==> src/rtl/gpx_pkg.sv <==
// shared constants and types for the dual general-purpose port block
// assumes an 8-bit register port with byte offsets and one 200 MHz clock
package gpx_pkg;

  // ---------------------------------------------------------------
  // register offsets
  // ---------------------------------------------------------------
  localparam logic [7:0] GPX_OFS_A_DATA = 8'h00;
  localparam logic [7:0] GPX_OFS_B_DATA = 8'h01;
  localparam logic [7:0] GPX_OFS_A_DIR  = 8'h04;
  localparam logic [7:0] GPX_OFS_B_DIR  = 8'h05;
  localparam logic [7:0] GPX_OFS_A_PUE  = 8'h0b;
  localparam logic [7:0] GPX_OFS_B_PUE  = 8'h0c;

  // ---------------------------------------------------------------
  // field positions, masks and reset values
  // ---------------------------------------------------------------
  localparam int         GPX_A_PINS       = 6;
  localparam int         GPX_B_PINS       = 8;
  localparam int         GPX_BIT_AWAKE    = 6;
  localparam int         GPX_BIT_IN_ONLY  = 2;
  localparam int         GPX_BIT_OSC_PIN  = 4;
  localparam int         GPX_BIT_OSC_SEL  = 7;
  localparam logic [5:0] GPX_A_DIR_MASK   = 6'h3b;
  localparam logic [5:0] GPX_A_DIR_RST    = 6'h00;
  localparam logic [7:0] GPX_B_DIR_RST    = 8'h00;
  localparam logic [5:0] GPX_A_PUE_RST    = 6'h00;
  localparam logic [7:0] GPX_B_PUE_RST    = 8'h00;
  localparam logic       GPX_OSC_SEL_RST  = 1'b0;
  localparam logic [7:0] GPX_RDATA_RST    = 8'h00;
  localparam int         GPX_SYNC_STAGES  = 2;

  // ---------------------------------------------------------------
  // state carriers
  // ---------------------------------------------------------------
  typedef struct packed {
    logic [5:0] dir_a;
    logic [7:0] dir_b;
    logic [5:0] pue_a;
    logic       osc_sel;
    logic [7:0] pue_b;
    logic [7:0] rdata;
  } gpx_regs_t;

  typedef struct packed {
    logic [5:0] lat_a;
    logic [7:0] lat_b;
  } gpx_latch_t;

endpackage

==> src/rtl/gpx_sync.sv <==
// two-stage synchroniser for a group of pin levels
// assumes asynchronous pin inputs and the system clock
`timescale 1ns/1ps
module gpx_sync
  import gpx_pkg::*;
#(
  parameter int W = 8
) (
  input  wire logic         i_clk,
  input  wire logic         i_resetn,
  input  wire logic [W-1:0] i_async,
  output logic      [W-1:0] o_sync
);

  logic [W-1:0] meta_reg;
  logic [W-1:0] sync_reg;

  // first stage only feeds the second
  always_ff @(posedge i_clk or negedge i_resetn) begin
    if (!i_resetn) begin
      meta_reg <= '0;
      sync_reg <= '0;
    end else begin
      meta_reg <= i_async;
      sync_reg <= meta_reg;
    end
  end

  assign o_sync = sync_reg;

endmodule

==> src/rtl/gpx_pad.sv <==
// per-pin pad control: driver enable, pull-up and read-back select
// assumes synchronised pin levels and registered control bits
`timescale 1ns/1ps
module gpx_pad
  import gpx_pkg::*;
#(
  parameter int W = 8
) (
  input  wire logic [W-1:0] i_dir,
  input  wire logic [W-1:0] i_latch,
  input  wire logic [W-1:0] i_pue,
  input  wire logic [W-1:0] i_pin,
  output logic      [W-1:0] o_oe,
  output logic      [W-1:0] o_pu,
  output logic      [W-1:0] o_rd
);

  // driver on for outputs, pull-up only on enabled inputs
  assign o_oe = i_dir;
  assign o_pu = i_pue & ~i_dir;
  // outputs read their latch, inputs read the pin
  assign o_rd = (i_dir & i_latch) | (~i_dir & i_pin);

endmodule

==> src/rtl/gpx_top.sv <==
// dual general-purpose port: six-pin special port and eight-pin port
// assumes a one-cycle strobe register port, pins from outside the clock
// domain, and keyboard, wake-up and oscillator logic outside this block
`timescale 1ns/1ps

// Operation
// - eight-pin bidirectional port beside six-pin port
// - pin two never gets an output driver
// - interrupt pin enabled: data bit two reads 0
// - interrupt pin disabled: branch level reads 1
// - six-pin data latches untouched by reset
// - data bit six shows wake-up latch
// - enabled pins feed keyboard interrupt inputs, except pin four while it drives the fast clock
// - six-pin direction 1 drives, 0 inputs
// - reset clears six-pin direction bits
// - six-pin read: latch if output, else pin
// - latch writes always land, inputs unaffected
// - pull-up only when enabled and input
// - pull-up enable 0 disconnects pull-up
// - select bit drives fast clock on pin
// - select bit ignored with crystal oscillator
// - eight-pin data latches untouched by reset
// - eight-pin direction per matching bit
// - eight-pin direction 1 drives, 0 inputs
// - reset clears eight-pin direction bits
// - eight-pin read: latch if output, else pin
// - eight-pin pull-up only while input
module gpx_top
  import gpx_pkg::*;
(
  input  wire logic       I_SYS_CLK,
  input  wire logic       I_RESETN,
  input  wire logic [7:0] I_ADDR,
  input  wire logic [7:0] I_WDATA,
  input  wire logic       I_WR,
  input  wire logic       I_RD,
  output logic      [7:0] O_RDATA,
  input  wire logic [5:0] I_A_PIN,
  output logic      [5:0] O_A_OUT,
  output logic      [5:0] O_A_OE,
  output logic      [5:0] O_A_PU,
  input  wire logic [7:0] I_B_PIN,
  output logic      [7:0] O_B_OUT,
  output logic      [7:0] O_B_OE,
  output logic      [7:0] O_B_PU,
  input  wire logic       I_IRQ_PIN_EN,
  input  wire logic       I_OSC_INTERNAL,
  input  wire logic       I_CLK_X4,
  input  wire logic       I_AWAKE_LATCH,
  input  wire logic [5:0] I_KBI_EN,
  output logic      [5:0] O_KBI_PIN,
  output logic            O_IRQ_LEVEL
);

  // -----------------------------------------------------------------
  // declarations
  // -----------------------------------------------------------------
  gpx_regs_t  st_reg;
  gpx_regs_t  st_next;
  gpx_latch_t lat_reg;
  gpx_latch_t lat_next;
  logic [5:0] pin_a_s;
  logic [7:0] pin_b_s;
  logic [5:0] a_oe_raw;
  logic [5:0] a_pu_raw;
  logic [5:0] a_rd;
  logic [7:0] b_rd;
  logic [7:0] a_view;
  logic       osc_out_on;
  logic       wr_a_data;
  logic       wr_b_data;
  logic       wr_a_dir;
  logic       wr_b_dir;
  logic       wr_a_pue;
  logic       wr_b_pue;

  // -----------------------------------------------------------------
  // pin synchronisers
  // -----------------------------------------------------------------
  gpx_sync #(.W(GPX_A_PINS)) u_sync_a (
    .i_clk    (I_SYS_CLK),
    .i_resetn (I_RESETN),
    .i_async  (I_A_PIN),
    .o_sync   (pin_a_s)
  );

  gpx_sync #(.W(GPX_B_PINS)) u_sync_b (
    .i_clk    (I_SYS_CLK),
    .i_resetn (I_RESETN),
    .i_async  (I_B_PIN),
    .o_sync   (pin_b_s)
  );

  // -----------------------------------------------------------------
  // pad control for both ports
  // -----------------------------------------------------------------
  // six-pin read select
  gpx_pad #(.W(GPX_A_PINS)) u_pad_a (
    .i_dir   (st_reg.dir_a),
    .i_latch (lat_reg.lat_a),
    .i_pue   (st_reg.pue_a),
    .i_pin   (pin_a_s),
    .o_oe    (a_oe_raw),
    .o_pu    (a_pu_raw),
    .o_rd    (a_rd)
  );

  gpx_pad #(.W(GPX_B_PINS)) u_pad_b (
    .i_dir   (st_reg.dir_b),
    .i_latch (lat_reg.lat_b),
    .i_pue   (st_reg.pue_b),
    .i_pin   (pin_b_s),
    .o_oe    (O_B_OE),
    .o_pu    (O_B_PU),
    .o_rd    (b_rd)
  );

  // -----------------------------------------------------------------
  // register decode
  // -----------------------------------------------------------------
  // one strobe per register
  always_comb begin
    wr_a_data = 1'b0;
    wr_b_data = 1'b0;
    wr_a_dir  = 1'b0;
    wr_b_dir  = 1'b0;
    wr_a_pue  = 1'b0;
    wr_b_pue  = 1'b0;
    if (I_WR && I_ADDR == GPX_OFS_A_DATA) begin
      wr_a_data = 1'b1;
    end else if (I_WR && I_ADDR == GPX_OFS_B_DATA) begin
      wr_b_data = 1'b1;
    end else if (I_WR && I_ADDR == GPX_OFS_A_DIR) begin
      wr_a_dir = 1'b1;
    end else if (I_WR && I_ADDR == GPX_OFS_B_DIR) begin
      wr_b_dir = 1'b1;
    end else if (I_WR && I_ADDR == GPX_OFS_A_PUE) begin
      wr_a_pue = 1'b1;
    end else if (I_WR && I_ADDR == GPX_OFS_B_PUE) begin
      wr_b_pue = 1'b1;
    end
  end

  // -----------------------------------------------------------------
  // six-pin data view
  // -----------------------------------------------------------------
  // assembles the readable six-pin data byte
  always_comb begin
    a_view = {2'b00, a_rd};
    a_view[GPX_BIT_AWAKE] = I_AWAKE_LATCH;
    if (I_IRQ_PIN_EN) begin
      a_view[GPX_BIT_IN_ONLY] = 1'b0;
    end
  end

  // -----------------------------------------------------------------
  // next state
  // -----------------------------------------------------------------
  // registers, read data and data latches
  always_comb begin
    st_next  = st_reg;
    lat_next = lat_reg;
    if (wr_a_data) begin
      lat_next.lat_a = I_WDATA[5:0];
    end
    if (wr_b_data) begin
      lat_next.lat_b = I_WDATA;
    end
    if (wr_a_dir) begin
      st_next.dir_a = I_WDATA[5:0] & GPX_A_DIR_MASK;
    end
    if (wr_b_dir) begin
      st_next.dir_b = I_WDATA;
    end
    if (wr_a_pue) begin
      st_next.pue_a   = I_WDATA[5:0];
      st_next.osc_sel = I_WDATA[GPX_BIT_OSC_SEL];
    end
    if (wr_b_pue) begin
      st_next.pue_b = I_WDATA;
    end
    // read data valid only after a read strobe
    st_next.rdata = GPX_RDATA_RST;
    if (I_RD) begin
      if (I_ADDR == GPX_OFS_A_DATA) begin
        st_next.rdata = a_view;
      end else if (I_ADDR == GPX_OFS_B_DATA) begin
        st_next.rdata = b_rd;
      end else if (I_ADDR == GPX_OFS_A_DIR) begin
        st_next.rdata = {2'b00, st_reg.dir_a};
      end else if (I_ADDR == GPX_OFS_B_DIR) begin
        st_next.rdata = st_reg.dir_b;
      end else if (I_ADDR == GPX_OFS_A_PUE) begin
        st_next.rdata = {st_reg.osc_sel, 1'b0, st_reg.pue_a};
      end else if (I_ADDR == GPX_OFS_B_PUE) begin
        st_next.rdata = st_reg.pue_b;
      end
    end
  end

  // -----------------------------------------------------------------
  // state registers
  // -----------------------------------------------------------------
  // directions clear on reset
  always_ff @(posedge I_SYS_CLK or negedge I_RESETN) begin
    if (!I_RESETN) begin
      st_reg.dir_a   <= GPX_A_DIR_RST;
      st_reg.dir_b   <= GPX_B_DIR_RST;
      st_reg.pue_a   <= GPX_A_PUE_RST;
      st_reg.osc_sel <= GPX_OSC_SEL_RST;
      st_reg.pue_b   <= GPX_B_PUE_RST;
      st_reg.rdata   <= GPX_RDATA_RST;
    end else begin
      st_reg <= st_next;
    end
  end

  // data latches keep value through reset
  always_ff @(posedge I_SYS_CLK) begin
    lat_reg <= lat_next;
  end

  // -----------------------------------------------------------------
  // pin outputs
  // -----------------------------------------------------------------
  // clock out only with internal oscillator
  assign osc_out_on = st_reg.osc_sel & I_OSC_INTERNAL;

  // six-pin drivers, pull-ups and the shared oscillator pin
  always_comb begin
    O_A_OUT = lat_reg.lat_a;
    O_A_OE  = a_oe_raw;
    // pull-up gated by enable and direction
    O_A_PU  = a_pu_raw;
    O_A_OE[GPX_BIT_IN_ONLY] = 1'b0;
    if (osc_out_on) begin
      O_A_OUT[GPX_BIT_OSC_PIN] = I_CLK_X4;
      O_A_OE[GPX_BIT_OSC_PIN]  = 1'b1;
      O_A_PU[GPX_BIT_OSC_PIN]  = 1'b0;
    end
  end

  assign O_B_OUT = lat_reg.lat_b;
  assign O_RDATA = st_reg.rdata;

  // -----------------------------------------------------------------
  // keyboard and interrupt pin levels
  // -----------------------------------------------------------------
  // enabled pins reach keyboard logic, except the oscillator pin while it drives the clock
  always_comb begin
    O_KBI_PIN = pin_a_s & I_KBI_EN;
    if (osc_out_on) begin
      O_KBI_PIN[GPX_BIT_OSC_PIN] = 1'b0;
    end
  end

  // branch level forced high when disabled
  assign O_IRQ_LEVEL = I_IRQ_PIN_EN ? pin_a_s[GPX_BIT_IN_ONLY] : 1'b1;
endmodule

==> config.mk <==
export PLATFORM = sky130hd
export DESIGN_NAME = gpx_top
export DESIGN_NICKNAME = d
export VERILOG_FILES = /design/src/rtl/gpx_pkg.sv /design/src/rtl/gpx_sync.sv /design/src/rtl/gpx_pad.sv /design/src/rtl/gpx_top.sv
export SDC_FILE = /design/constraint.sdc
export NUM_CORES = 1
export LEC_CHECK = 0
export BUFFER_PORTS_ARGS = -buffer_cell sky130_fd_sc_hd__clkbuf_2
export CORE_ASPECT_RATIO = 1.75
export CORE_MARGIN = 4
export CORE_UTILIZATION = 52
export DETAILED_ROUTE_END_ITERATION = 8
export PLACE_DENSITY = 0.82
export RECOVER_POWER = 100
export SLEW_MARGIN = 20
export SYNTH_ARGS = -nofsm -noshare
export SYNTH_HDL_FRONTEND = slang
export SYNTH_SLANG_ARGS = --single-unit
==> constraint.sdc <==
create_clock -name I_SYS_CLK -period 1.8 [get_ports I_SYS_CLK]
set_input_delay 0.18 -clock I_SYS_CLK [delete_from_list [all_inputs] [get_ports I_SYS_CLK]]
set_output_delay 0.18 -clock I_SYS_CLK [all_outputs]
set_load 0.02 [all_outputs]
-- After elaboration in Yosys (flattened, before gate mapping)
Cells that the tools add are included.
- register bits after elaboration: 78
- latch bits: 0
- RAM bits: 0
- ROM bits: 0
- input bits: 44
- output and inout port bits: 57
- logic and storage cells: 70
- memories kept: 0
- add/sub/neg operators: 0
- multipliers: 0
- div/mod/pow operators: 0
- $lt $le $gt $ge: 0
- equality and inequality tests: 5
- shift operators: 0
- muxes and demuxes: 34
- bitwise operators: 12
- reduce and logical (&&, ||, !) cells: 7
- operators by type and width (kind ; number):
    $mux 8 ; 7
    $mux 1 ; 27
    $and 6x6->6 ; 4
    $and 8x8->8 ; 3
    $eq 8x3->1 const B ; 2
    $eq 8x4->1 const B ; 2
    $eq 8x1->1 const B ; 1
    $logic_not 8->1 ; 1
    $not 8->8 ; 1
    $or 8x8->8 ; 1
    $logic_and 1x1->1 ; 6
    $not 6->6 ; 1
    $or 6x6->6 ; 1
    $and 1x1->1 ; 1

-- Longest topological paths before layout
- depth after elaboration: 8
- mapped depth: 6
- depth with buffers taken out: 5

-- Hierarchy
From an unflattened synthesis, not the netlist that was laid out.
- cell total of the unflattened synthesis: 284
- area total of the unflattened synthesis: 3618.5 um^2
- by module, submodules not included (module ; times used ; cells an instance ; area each (um^2) ; sequential area each (um^2)):
    gpx_top ; 1 ; 214 ; 2479.9 ; 1321.3
    gpx_sync (u_sync_b) ; 1 ; 16 ; 400.4 ; 400.4
    gpx_sync (u_sync_a) ; 1 ; 12 ; 300.3 ; 300.3
    gpx_pad (u_pad_b) ; 1 ; 24 ; 250.2 ; 0.0
    gpx_pad (u_pad_a) ; 1 ; 18 ; 187.7 ; 0.0

-- Worst setup path after synthesis
Ideal clock, no wire load.
- kind: register to register
- start point: reg st_reg[30] (netlist name)
- end point: reg st_reg, in the netlist O_RDATA[7]
- setup time: 0.081 ns
- arrival time: 1.340 ns
- required time: 1.719 ns
- setup slack: 0.379 ns
- cell stages (with the launch flop): 5
- buffers on the path: 0
- clock period less this slack: 1.421 ns
- cells stage by stage: dfrtp_1 -> or3b_1 -> a2111oi_0 -> a21oi_1 -> nor3b_2
- RTL lines (item ; RTL line ; RTL):
    from (decl) ; gpx_top.sv:58 ; gpx_regs_t st_reg;
    from (signal assigned) ; gpx_top.sv:214 ; st_reg <= st_next;

-- Worst setup path after layout
- start point: in I_ADDR[0]
- end point: reg st_reg[22] (netlist name)
- word-level cells in the longest chain between the ends: 7
- elaborated cells between the ends (all ways): 15
- those cells by class: eq/ne (4); mux (5); reduce/logical (6)
- RTL lines (item ; RTL line ; RTL):
    from (decl) ; gpx_top.sv:33 ; input wire logic [7:0] I_ADDR,
    $eq 8x4->1 ; gpx_top.sv:137 ; end else if (I_WR && I_ADDR == GPX_OFS_A_PUE) begin
    $logic_and 1x1->1 ; gpx_top.sv:137 ;
    $mux 1 ; gpx_top.sv:137 ;
    $mux 1 ; gpx_top.sv:135 ; end else if (I_WR && I_ADDR == GPX_OFS_B_DIR) begin
    $mux 1 ; gpx_top.sv:133 ; end else if (I_WR && I_ADDR == GPX_OFS_A_DIR) begin
    $mux 1 ; gpx_top.sv:131 ; end else if (I_WR && I_ADDR == GPX_OFS_B_DATA) begin
    $mux 1 (*) ; gpx_top.sv:129 ; if (I_WR && I_ADDR == GPX_OFS_A_DATA) begin
Every way passes the cells marked *; elsewhere a longest branch is shown, timed or not.
A chain may end at the register's enable or synchronous reset.

==> impl_metrics.json <==
{
  "cp.required_ns": 2.02,
  "ios": 101,
  "finalSetupViolCount": 0,
  "post_cts_buffers": 0,
  "hold_viol": 0,
  "antenna_found_initial": 0,
  "critPathSlowestCell": "clkbuf_1",
  "worstMarginPinSlew_ns": 0.786,
  "die_w_um": 69.7,
  "clkSlewWorstSetupHoldPaths_ns": 0.05,
  "crit_path_end_kind": "flop",
  "die_h_um": 116,
  "synth_warnings": 0,
  "synthCells": 266,
  "crit_fanout": 13,
  "holdBufCountCts": 15,
  "maxCapViolCount": 0,
  "drv_slew": 0,
  "wl_mm": 8.03,
  "cts_resized": 0,
  "yosys.area.top_type": "dfrtp_1",
  "cts_made_buffers": 9,
  "critPathMaxStageDelay_ns": 0.42,
  "initial_core_util": 0.535,
  "wl_met3_um": 493,
  "ir_drop_uv": 729,
  "fin_area_um2": 4150,
  "port_buffers": 99,
  "synthDistinctLibCells": 42,
  "synth_fp_nets": 310,
  "vias": 2349,
  "rows": 39,
  "final_common_cell": "clkbuf_1",
  "mostFrequentLayoutCells": "72 x clkbuf_1, 64 x dfrtp_1, 34 x clkbuf_2, 27 x mux2_2, 20 x nor2b_1",
  "syn_to_final_growth_pct": 19.7,
  "clock-sinks": 78,
  "grt_pass1_wl_mm": 12.7,
  "grt_overflow": 0,
  "slew-limit-headroom": 0.471,
  "clock_skew_ns": 0.00399,
  "cp_common_cell": "clkbuf_1",
  "wl_met1_mm": 3.12,
  "fin_cells": 448,
  "min_period_over_period": 0.935,
  "setup_tns_ns": 0,
  "grt_pass1_vias": 2455,
  "wl_per_cell_um": 17.9,
  "route.met2.wl_mm": 4.20,
  "place_inst": 417,
  "cts_tree": "done",
  "worstPathArrival_ns": 1.90,
  "syn_area_um2": 3470,
  "dpl_cell_area_um2": 3870,
  "drt_pass1_iterations": 4,
  "dieArea_um2": 8090,
  "htreeDepth": 3,
  "root_buffer": "clkbuf_16",
  "crit_chain": "clkbuf_1, nand3_1, nor2_1, clkbuf_1, nand2_2, mux2_2",
  "synth_top_area_share": 0.462,
  "status": "finished clean",
  "netlist_top_cells_area": "dfrtp_1 46%, edfxtp_1 12%, mux2_2 8.8%",
  "power_density_nw_per_um2": 941,
  "ys_ff_latch": 78,
  "antenna_left": 0,
  "largest_register_ffs": 28,
  "drive_gt1_frac": 0.240,
  "vias_per_cell": 5.24,
  "hold_path_class": "primary input to flop",
  "antennaDiodeCount": 0,
  "remaining_drc_errors": 0,
  "min_period_ns": 1.68,
  "crit_type": "primary input to flop",
  "gr-usage-all-layers": 0.209,
  "leakage_nw": 1.84,
  "core_area_um2": 6490,
  "place_hpwl_mm": 5.71,
  "grt_start_max_net_pins": 33,
  "gp_congestion": 0.821,
  "drtIter0Drc": 113,
  "clk_latency_ns": 0.33,
  "rsz0062_at_grt": "no",
  "avgSynthCellArea_um2": 13.0,
  "fin_nets": 405,
  "crit_path_start_kind": "primary input",
  "ys_seq_area_frac": 0.583,
  "max_freq_ghz": 0.594,
  "cts_buffer_depth": 2,
  "top_layer_used": "met4",
  "fin_util": 0.640
}
[cells in the mapped netlist, drive strengths merged]
| cell | number |
|---|---|
| a211oi | 5 |
| o21ai | 6 |
| a21o | 1 |
| a21oi | 11 |
| and3 | 3 |
| a22oi | 1 |
| mux2 | 29 |
| a22o | 6 |
| a31oi | 1 |
| a2111oi | 1 |
| conb | 1 |
| and2b | 1 |
| or3 | 1 |
| mux2i | 11 |
| nor3 | 3 |
| nand3 | 4 |
| nand2 | 4 |
| clkbuf | 1 |
| nor2b | 20 |
| nor3b | 1 |
| inv | 6 |
| o22ai | 5 |
| nand4b | 1 |
| dfrtp | 64 |
| a222oi | 1 |
| or3b | 1 |
| and2 | 6 |
| a221oi | 1 |
| nand2b | 4 |
| nor2 | 9 |
| a2bb2oi | 1 |
| nor4 | 2 |
| buf | 40 |
| edfxtp | 14 |
[metrics by stage]
step | hold slack, ns | worst slack [ns] | power [mW]
floorplan | -0.116 | 0.379 | 2.13
global placement | 0.0859 | 0.143 | 2.28
detailed placement | 0.0906 | 0.0984 | 2.29
CTS | 0.0557 | 0.184 | 3.96
global route | 0.108 | 0.0566 | 4.06
finish | 0.0998 | 0.117 | 3.91
[area by class of cell]
type | instances | area, µm²
Multi-Input combinational cell | 141 | 1070
Clock buffer | 15 | 268
Inverter | 6 | 22.5
Fill cell | 573 | 2340
Tap cell | 82 | 103
Timing Repair Buffer | 125 | 661
Clock inverter | 1 | 5.00
Sequential cell | 78 | 2020
[cells by family (layout without fill, tap and decap cells)]
group	count (synthesis)	after routing	synth area share
compound gates	40	40	0.0761
buf+inv	47	147	0.0938
flops	78	78	0.583
mux	40	40	0.128
other cells	1	1	0.00108
simple gates	60	60	0.118
[power breakdown]
group,internal (mW),switching (mW),total [mW],leakage (nW)
sequential,1.86,0.0475,1.91,0.950
clock,1.01,0.635,1.64,0.134
combinational,0.151,0.203,0.354,0.760
total,3.02,0.885,3.91,1.84
[final timing paths]
check | end | start | depth (start not counted) | slack (ns)
setup / recovery | st_reg[22]$_DFFE_PN0P_ | I_ADDR[0] | 6 | 0.12
hold / removal | O_B_OUT[6]$_DFFE_PP_ | I_WDATA[6] | 1 | 0.1
setup reg to reg | O_RDATA[7]$_DFF_PN0_ | st_reg[30]$_DFFE_PN0P_ | 4 | 0.20
hold reg to reg | u_sync_b.o_sync[4]$_DFF_PN0_ | u_sync_b.meta_reg[4]$_DFF_PN0_ | 0 | 0.35
max in group asynchronous | st_reg[16]$_DFFE_PN0P_ | I_RESETN | 3 | 0.40
min in group asynchronous | u_sync_a.o_sync[5]$_DFF_PN0_ | I_RESETN | 2 | 0.44
[layer usage]
layer / track usage / vias to the layer above
met4: 0.104 / 0
li1: - / 1093
met3: 0.0747 / 17
met2: 0.349 / 80
met5: 0 / -
met1: 0.240 / 1159
[worst max-delay path, delay by kind of cell]
| family | cells | cell delay (ns) |
|---|---|---|
| buffers and inverters | 2 | 0.72 |
| AND/OR/NAND/NOR | 3 | 0.66 |
| multiplexers | 1 | 0.34 |
Note: power is estimated with default switching activity, not from simulation.
